**config.mk**
```make
export PLATFORM = sky130hd
export DESIGN_NAME = fsupc_regs
export DESIGN_NICKNAME = d
export VERILOG_FILES = /design/src/fsupc_pkg.sv /design/src/fsupc_fault_enc.sv /design/src/fsupc_regs.sv
export SDC_FILE = /design/constraint.sdc
export NUM_CORES = 1
export LEC_CHECK = 0
export ABC_AREA = 1
export BUFFER_PORTS_ARGS = -buffer_cell sky130_fd_sc_hd__buf_2
export CAP_MARGIN = 20
export CORE_ASPECT_RATIO = 0.75
export CORE_MARGIN = 4
export CORE_UTILIZATION = 55
export DETAILED_ROUTE_END_ITERATION = 10
export GPL_TIMING_DRIVEN = 0
export PLACE_DENSITY = 0.95
export SETUP_SLACK_MARGIN = 0.15
export SYNTH_ARGS = -nofsm -noshare
export SYNTH_HDL_FRONTEND = slang
export SYNTH_SLANG_ARGS = --single-unit
```
**constraint.sdc**
```tcl
create_clock -name clk_sys -period 9.4 [get_ports clk_sys]
set_input_delay 0 -clock clk_sys [delete_from_list [all_inputs] [get_ports clk_sys]]
set_output_delay 0 -clock clk_sys [all_outputs]
set_load 0.02 [all_outputs]
```
**src/fsupc_pkg.sv**
```systemverilog
package fsupc_pkg;

  // ==========================================================================
  // object indices
  localparam logic [15:0] IDX_PROG_CTRL   = 16'h2300;
  localparam logic [15:0] IDX_PROG_STATE  = 16'h2301;
  localparam logic [15:0] IDX_PROG_FAULT  = 16'h2302;
  localparam logic [15:0] IDX_BUS_STATUS  = 16'h2103;
  localparam logic [7:0]  SUB_COUNT       = 8'h00;
  localparam logic [7:0]  SUB_CAP_MASK    = 8'h01;
  localparam logic [7:0]  SUB_ACTIVE      = 8'h02;

  // ==========================================================================
  // interface bit layout
  localparam int BIT_USB       = 0;
  localparam int BIT_RS485     = 1;
  localparam int BIT_RS232     = 2;
  localparam int BIT_CAN       = 3;
  localparam int BIT_ETH       = 4;
  localparam int BIT_IND_ETH   = 5;
  localparam int BIT_SPI       = 6;
  localparam int BIT_SER_PROTO = 16;
  localparam int BIT_TCP_PROTO = 17;
  localparam int BIT_IND_IP    = 18;
  localparam logic [31:0] IFACE_USED_MASK = 32'h0007_007F;

  // ==========================================================================
  // reset values
  localparam logic [7:0]  RST_ENTRY_COUNT = 8'h02;
  localparam logic [31:0] RST_CAP_MASK    = 32'h0000_0000;
  localparam logic [31:0] RST_ACTIVE      = 32'h0000_0040;
  localparam logic [31:0] RST_CTRL        = 32'h0000_0000;

  // ==========================================================================
  // control and status fields
  localparam int CTRL_ON_BIT    = 0;
  localparam int STAT_RUN_BIT   = 0;
  localparam int STAT_ERR_BIT   = 2;

  // ==========================================================================
  // fault codes
  localparam logic [31:0] FC_NONE          = 32'h0000_0000;
  localparam logic [31:0] FC_EXEC_FIRST    = 32'h0000_0001;
  localparam logic [31:0] FC_EXEC_LAST     = 32'h0000_0007;
  localparam logic [31:0] FC_BAD_FILE      = 32'h0000_0100;
  localparam logic [7:0]  FC_MAP_PREFIX    = 8'h10;
  localparam logic [31:0] FC_NO_OBJECT     = 32'h0000_1000;
  localparam logic [31:0] FC_WRITE_PROT    = 32'h0000_1001;
  localparam logic [31:0] FC_FS_INTERNAL   = 32'h0000_1002;
  localparam logic [31:0] FC_LOAD_FIRST    = 32'h0001_0002;
  localparam logic [31:0] FC_LOAD_LAST     = 32'h0001_0010;

  // ==========================================================================
  // timing
  localparam int CLK_PERIOD_NS    = 10;
  localparam int STARTUP_MAX_MS   = 200;
  localparam int STARTUP_CYCLES   = STARTUP_MAX_MS * 1000000 / CLK_PERIOD_NS;

  // ==========================================================================
  // carriers
  typedef struct packed {
    logic        rd;
    logic        wr;
    logic [15:0] index;
    logic [7:0]  subindex;
    logic [31:0] wdata;
  } fsupc_req_s;

  typedef struct packed {
    logic        valid;
    logic        err;
    logic [31:0] rdata;
  } fsupc_rsp_s;

  // engine report: fault class and detail for the program's termination
  typedef enum logic [2:0] {
    FK_EXEC    = 3'h0,
    FK_FILE    = 3'h1,
    FK_MAP     = 3'h2,
    FK_ACCESS  = 3'h3,
    FK_LOAD    = 3'h4
  } fsupc_fault_kind_e;

  typedef struct packed {
    logic              valid;
    fsupc_fault_kind_e kind;
    logic [15:0]       index;
    logic [7:0]        subindex;
    logic [7:0]        code;
  } fsupc_fault_s;

  typedef enum logic [3:0] {
    PS_STOPPED = 4'b0001,
    PS_LOADING = 4'b0010,
    PS_RUNNING = 4'b0100,
    PS_FAULTED = 4'b1000
  } fsupc_state_e;

endpackage

```
**src/fsupc_fault_enc.sv**
```systemverilog
`timescale 1ns/10ps
`default_nettype none
// ============================================================================
// turns an engine fault report into the 32-bit code software reads
module fsupc_fault_enc (
  input  wire fsupc_pkg::fsupc_fault_s fault,
  output logic [31:0]                  code
);
  wire [31:0] exec_code   = {24'h0, fault.code};
  wire [31:0] map_code    = {fsupc_pkg::FC_MAP_PREFIX, fault.index, fault.subindex};
  wire [31:0] access_code = fsupc_pkg::FC_NO_OBJECT | {30'h0, fault.code[1:0]};
  wire [31:0] load_code   = fsupc_pkg::FC_LOAD_FIRST + {24'h0, fault.code};

  always_comb begin
    case (fault.kind)
      fsupc_pkg::FK_EXEC:   code = exec_code;
      fsupc_pkg::FK_FILE:   code = fsupc_pkg::FC_BAD_FILE;
      fsupc_pkg::FK_MAP:    code = map_code;
      fsupc_pkg::FK_ACCESS: code = access_code;
      fsupc_pkg::FK_LOAD:   code = load_code;
      default:              code = fsupc_pkg::FC_FS_INTERNAL;
    endcase
  end
endmodule
`default_nettype wire

```
**src/fsupc_regs.sv**
```systemverilog
`timescale 1ns/10ps
`default_nettype none
// Notes on behaviour
// - capability mask bit is 1 when that interface or protocol may be disabled.
// - active word bit is 1 while that interface or protocol is active.
// - bits 0-6 physical interfaces, bits 16-18 protocols, others read zero.
// - status array: 8-bit count 02h, two read-only 32-bit entries, unmappable.
// - after reset the mask reads zero and the active word reads 40h.
// - control bit 0 switches the program on or off; register RW, resets zero.
// - rising edge of control bit 0 reloads program and clears variables first.
// - status running flag reads 1 while executing, 0 when stopped; resets zero.
// - status error flag set when the program ends on a fault.
// - fault code 0 none, 1-7 execution faults, 100h bad program file.
// - unmappable object reported as 10h, index, subindex.
// - object access faults 1000h, 1001h, 1002h.
// - load failures reported as 10002h through 10010h.
module fsupc_regs (
  input  wire logic                    clk_sys,
  input  wire logic                    rst,
  input  wire logic                    clk_en,
  input  wire fsupc_pkg::fsupc_req_s   req,
  output fsupc_pkg::fsupc_rsp_s        rsp,
  input  wire logic [31:0]             cap_mask_in,
  input  wire logic [31:0]             active_in,
  output logic                         prog_reload,
  output logic                         prog_enable,
  input  wire logic                    prog_loaded,
  input  wire logic                    prog_stopped,
  input  wire fsupc_pkg::fsupc_fault_s prog_fault
);

  // ==========================================================================
  // decode
  wire is_ctrl   = req.index == fsupc_pkg::IDX_PROG_CTRL  && req.subindex == 8'h00;
  wire is_state  = req.index == fsupc_pkg::IDX_PROG_STATE && req.subindex == 8'h00;
  wire is_fault  = req.index == fsupc_pkg::IDX_PROG_FAULT && req.subindex == 8'h00;
  wire is_bus    = req.index == fsupc_pkg::IDX_BUS_STATUS;
  wire is_count  = is_bus && req.subindex == fsupc_pkg::SUB_COUNT;
  wire is_cap    = is_bus && req.subindex == fsupc_pkg::SUB_CAP_MASK;
  wire is_active = is_bus && req.subindex == fsupc_pkg::SUB_ACTIVE;
  wire hit       = is_ctrl | is_state | is_fault | is_count | is_cap | is_active;
  wire wr_ok     = req.wr && is_ctrl;
  wire acc       = req.rd | req.wr;

  // ==========================================================================
  // interface status words, held in flops so reads come from registers
  logic [31:0] cap_q;
  logic [31:0] active_q;
  always_ff @(posedge clk_sys or posedge rst) begin
    if (rst) begin
      cap_q    <= fsupc_pkg::RST_CAP_MASK;
      active_q <= fsupc_pkg::RST_ACTIVE;
    end else if (clk_en) begin
      cap_q    <= cap_mask_in & fsupc_pkg::IFACE_USED_MASK;
      active_q <= active_in & fsupc_pkg::IFACE_USED_MASK;
    end
  end

  // ==========================================================================
  // control register
  logic [31:0] ctrl_q;
  logic        on_prev_q;
  wire  [31:0] ctrl_d = wr_ok ? req.wdata : ctrl_q;
  always_ff @(posedge clk_sys or posedge rst) begin
    if (rst) begin
      ctrl_q    <= fsupc_pkg::RST_CTRL;
      on_prev_q <= 1'b0;
    end else if (clk_en) begin
      ctrl_q    <= ctrl_d;
      on_prev_q <= ctrl_q[fsupc_pkg::CTRL_ON_BIT];
    end
  end
  wire on_now  = ctrl_q[fsupc_pkg::CTRL_ON_BIT];
  wire on_rise = on_now && !on_prev_q;

  // ==========================================================================
  // program state machine
  fsupc_pkg::fsupc_state_e st_q, st_d;
  logic [31:0] fault_code_q;
  logic [31:0] enc_code;

  fsupc_fault_enc u_enc (
    .fault (prog_fault),
    .code  (enc_code)
  );

  always_comb begin
    st_d = st_q;
    case (st_q)
      fsupc_pkg::PS_STOPPED: begin
        if (on_rise) st_d = fsupc_pkg::PS_LOADING;
      end
      fsupc_pkg::PS_LOADING: begin
        if (!on_now) st_d = fsupc_pkg::PS_STOPPED;
        else if (prog_fault.valid) st_d = fsupc_pkg::PS_FAULTED;
        else if (prog_loaded) st_d = fsupc_pkg::PS_RUNNING;
      end
      fsupc_pkg::PS_RUNNING: begin
        if (prog_fault.valid) st_d = fsupc_pkg::PS_FAULTED;
        else if (!on_now || prog_stopped) st_d = fsupc_pkg::PS_STOPPED;
      end
      fsupc_pkg::PS_FAULTED: begin
        if (on_rise) st_d = fsupc_pkg::PS_LOADING;
      end
      default: st_d = fsupc_pkg::PS_STOPPED;
    endcase
  end

  wire fault_take = prog_fault.valid &&
                    (st_q == fsupc_pkg::PS_LOADING || st_q == fsupc_pkg::PS_RUNNING);

  always_ff @(posedge clk_sys or posedge rst) begin
    if (rst) begin
      st_q         <= fsupc_pkg::PS_STOPPED;
      fault_code_q <= fsupc_pkg::FC_NONE;
    end else if (clk_en) begin
      st_q <= st_d;
      if (fault_take) fault_code_q <= enc_code;
      else if (on_rise) fault_code_q <= fsupc_pkg::FC_NONE;
    end
  end

  // reload is a one-cycle pulse: engine discards program and variables
  assign prog_reload = clk_en && on_rise;
  assign prog_enable = st_q == fsupc_pkg::PS_RUNNING;

  wire run_flag = st_q == fsupc_pkg::PS_RUNNING;
  wire err_flag = st_q == fsupc_pkg::PS_FAULTED;
  wire [31:0] state_word = {29'h0, err_flag, 1'b0, run_flag};

  // ==========================================================================
  // read mux; nothing here is mappable, host reads by index only
  wire [31:0] rd_mux = is_ctrl   ? ctrl_q :
                       is_state  ? state_word :
                       is_fault  ? fault_code_q :
                       is_count  ? {24'h0, fsupc_pkg::RST_ENTRY_COUNT} :
                       is_cap    ? cap_q :
                       is_active ? active_q : 32'h0;

  always_ff @(posedge clk_sys or posedge rst) begin
    if (rst) begin
      rsp <= '0;
    end else if (clk_en) begin
      rsp.valid <= acc;
      rsp.err   <= acc && (!hit || (req.wr && !is_ctrl));
      rsp.rdata <= req.rd ? rd_mux : 32'h0;
    end
  end

  // ==========================================================================
  // checks
  a_err_clears_run: assert property (@(posedge clk_sys) disable iff (rst)
    err_flag |-> !run_flag) else $error("run and error both set");

  a_rise_reloads: assert property (@(posedge clk_sys) disable iff (rst)
    clk_en && on_rise && st_q == fsupc_pkg::PS_STOPPED |=> st_q == fsupc_pkg::PS_LOADING)
    else $error("rising on did not start load");

  a_no_run_direct: assert property (@(posedge clk_sys) disable iff (rst)
    st_q == fsupc_pkg::PS_STOPPED |=> st_q != fsupc_pkg::PS_RUNNING)
    else $error("ran without reload");

  a_fault_holds_code: assert property (@(posedge clk_sys) disable iff (rst)
    err_flag && !on_rise && $stable(err_flag) |-> $stable(fault_code_q))
    else $error("fault code changed while faulted");

  a_ctrl_write: assert property (@(posedge clk_sys) disable iff (rst)
    clk_en && wr_ok |=> ctrl_q == $past(req.wdata))
    else $error("control write lost");

  a_count_read: assert property (@(posedge clk_sys) disable iff (rst)
    clk_en && req.rd && is_count |=> rsp.valid && rsp.rdata == 32'h0000_0002)
    else $error("entry count wrong");

  a_unused_zero: assert property (@(posedge clk_sys) disable iff (rst)
    (active_q & 32'hFFF8_FF80) == 32'h0 && (cap_q & 32'hFFF8_FF80) == 32'h0)
    else $error("unused interface bit set");

  a_ro_write_err: assert property (@(posedge clk_sys) disable iff (rst)
    clk_en && req.wr && (is_cap || is_active || is_state) |=> rsp.err)
    else $error("write to read-only entry accepted");

  // a low enable must leave the sequencer and the stored code where they were
  a_enable_freeze: assert property (@(posedge clk_sys) disable iff (rst)
    !clk_en |=> st_q == $past(st_q) && fault_code_q == $past(fault_code_q))
    else $error("state moved while clock enable low");

  a_status_bit1: assert property (@(posedge clk_sys) disable iff (rst)
    clk_en && req.rd && is_state |=> rsp.rdata[1] == 1'b0)
    else $error("reserved status bit set");

endmodule
`default_nettype wire

```
==> flow_summary.ini <==
[power]
p_int_uw = 1070
peakVddDrop_uv = 143
p_switching_uw = 389
power_density_mw_per_mm2 = 174
power_frac_comb_pct = 15.6
seqPwrFrac_pct = 39.9
switching_share_pct = 26.7
power.static_leakage_uw = 0.00441
pwr-share-clk_pct = 44.5

[floorplan]
io_pins = 199
die_h_microns = 97.8
num_rows = 32
dieArea_sq_mm = 0.0125
die_x_microns = 128
core_sq_mm = 0.0104
initial_core_util_pct = 57.0

[critical_path]
rr_worst_depth = 8
critical_path.max_stage_delay_ps = 550
r2r_slack_ps = 7300
crit_type = reg2reg
crit_fanout = 7
r2r_end = fault_code_q[6]
cp_cell_sequence = nor2_1, nand3_2, a21oi_2, nand2_2, a21oi_2, nand2_1, dlygate4sd3_1, nand2_1
worstPathRequired_ps = 9740
cp-end-kind = flop
worstSetupStartpointType = flop
crit_slowest_cell = dlygate4sd3_1
worstReg2RegStart = st_q[1]
arrival_ps = 2440

[final_layout]
drive_gt1_share_pct = 26.8
regArea_sq_mm = 0.00291
finish.instance_area_sq_mm = 0.00835
multi_input_area_sq_mm = 0.00246
area_growth_pct = 41.3
post-route-util_pct = 80.5
fill_cells = 629
nets = 1147

[global_route]
grt_pass1_wl_mm = 31.7
grt_start_max_net_pins = 62
gr-total-overflow = 0
grt_usage_pct = 32.3
antenna_found_initial = 1
grt_pass1_vias = 6309

[placement]
io_buffers = 153
hpwl_mm = 12.3
gp_congestion = 0.929
dpl_cell_area_sq_mm = 0.00688

[synth]
synth_top_family_by_area = simple AND/OR/NAND/NOR gates
synthSimpleGateAreaFrac_pct = 26.3
synthMuxAreaShare_pct = 0
async_flop_share_pct = 100
synth-xor-area-share_pct = 0
yosysWarnings = 0
synth-adder-area-share_pct = 0.212
synth_area_sq_mm = 0.00591
seq_area_frac_synth_pct = 49.2
ys_ff_latch = 116
ys_types = 36
synth_edf_count = 0
synth_compound_area_share_pct = 15.1
synth_cells = 723
syn_nets = 887
ys.flop_type = dfrtp_1
synth.avg_cell_area_sq_um = 8.18

[hold_path]
min_path_cells = 5
hold_start = prog_fault[7]
min_to = fault_code_q[7]
hold_path.class = in2reg

[clock_network]
post-cts-setup-buffers = 0
cts_tree = done
cts_buffers = 17
path_clk_slew_ps = 50
cts_hold_buf = 87
clkLatencyLatePin_ps = 410
cts_resized = 0
root_buffer = clkbuf_16
clock_sinks = 116
h-tree-depth = 4
ctsLongestPathBuffers = 2

[route]
via_count = 6350
drt_wl_total_mm = 19.8
drt-initial-drc-count = 740
drc = 0
post_drt_wl_per_cell_microns = 17.5
vias_per_cell = 5.60
first_pass_iters = 6
ant_nets = 0

[sta]
whs_ps = 44.4
fmaxAchievable_mhz = 476
tns_ps = 0
period_needed_ps = 2100
slew_violations = 0
tightest_slew_ps = 763
setup_viol = 0
hold_viol = 0
clock_skew_ps = 14.5
maxSlewHeadroom_pct = 49.2
min_period_over_period_pct = 22.3
rsz0062_at_grt = no

[flow_run]
drv_cap = 0

[run_status]
outcome = complete, no violations
==> power groups by stage <==
stage	clock (uW)	combinational (uW)	sequential, uW
after detailed placement	0	186	585
after CTS	648	217	577
after global placement	0	175	583
final	649	227	580
after global routing	683	252	584
after floorplan	0	117	579
==> how the worst max path moves through the flow <==
stage	slack (ps)	depth (start not counted)	from	endpoint
final	7300	8	st_q[1]	fault_code_q[6]
after global routing	7120	8	st_q[1]	fault_code_q[6]
after CTS	7340	8	st_q[1]	fault_code_q[6]
after detailed placement	7670	8	st_q[1]	fault_code_q[17]
after global placement	5160	2	rst	st_q[1]
after floorplan	6330	1	rst	active_q[0]
==> registers in the layout, indices dropped and copies added (netlist names) <==
name and flops:
ctrl_q 32, on_prev_q 1, st_q 4, active_q 10, fault_code_q 25, rsp 34
cap_q 10
==> cells in the final DEF (no fill, tap or decap), drive strengths merged <==
cell and n:
dlygate4sd3 87, nor3 3, a221oi 1, nand2 216, diode 1, dfstp 2, a211oi 1, ha 1
nand4 8, bufinv 2, nand3 76, a32oi 1, nor2 44, dfrtp 114, o22ai 4, buf 174
a21oi 10, inv 98, a32o 7, a22oi 1, nand3b 2, clkbuf 34, o2111ai 2, o211ai 1
clkinv 3, a22o 15, o21ai 86, clkinvlp 3
==> metal layers <==
layer	part of all wire [%]	track usage, %	wire [microns]	up-vias
met5	0	0	0	-
met4	4.3	12.9	858	0
met3	9.8	9.51	1940	99
met2	48	51.8	9470	447
met1	38	41.5	7570	2934
li1	-	-	-	2870
==> per-stage QoR <==
stage          cells  total power (uW)  setup slack [ps]
2_1_floorplan    723               696              6330
3_3_place_gp    1012               758              5160
3_5_place_dp    1013               771              7670
4_1_cts         1132              1440              7340
5_1_grt         1133              1520              7120
6_report        1133              1460              7300
==> layout make-up <==
| cell class | instances | share of cell area (%) |
|---|---|---|
| multi-input cells | 479 | 29.4 |
| diodes | 1 | 0.0300 |
| repair buffers | 241 | 19.9 |
| inverters | 98 | 4.44 |
| clock buffers | 24 | 6.01 |
| plain buffers | 30 | 2.16 |
| clock inverters | 8 | 1.17 |
| well taps | 136 | 2.04 |
| flip-flops and latches | 116 | 34.8 |
==> Yosys cell counts, types with 3 or more instances <==
cell type	count	area share, %
a22o_1	15	2.2
nand4_1	8	0.85
nor2_1	34	2.2
o21ai_2	32	4.7
nand3_1	73	6.2
nor2_2	6	0.64
o22ai_1	4	0.42
o21ai_0	51	4.3
nor2_4	4	0.76
buf_6	7	1.3
clkbuf_1	10	0.64
inv_1	96	6.1
o21ai_1	3	0.25
buf_2	6	0.51
nand2_2	15	1.6
buf_1	5	0.32
a21oi_1	8	0.68
dfrtp_1	114	48
a32o_1	7	1.2
nand2_1	201	13
==> worst max-delay path, delay by kind of cell (launching register included) <==
kind / cells / cell delay [ps]
AO/OA/AOI/OAI: 2 / 450
flip-flops: 1 / 390
AND/OR/NAND/NOR: 5 / 640
buffers and inverters: 1 / 550
==> cell families (layout without fill, tap and decap cells) <==
group / count (synthesis) / in the layout
other: 0 / 1
adder cells (fa/ha/maj): 1 / 1
buffers and inverters: 128 / 401
AND/OR/NAND/NOR: 349 / 349
flip-flops: 116 / 116
AO/OA/AOI/OAI: 129 / 129
Note: power is estimated with default switching activity, not from simulation.
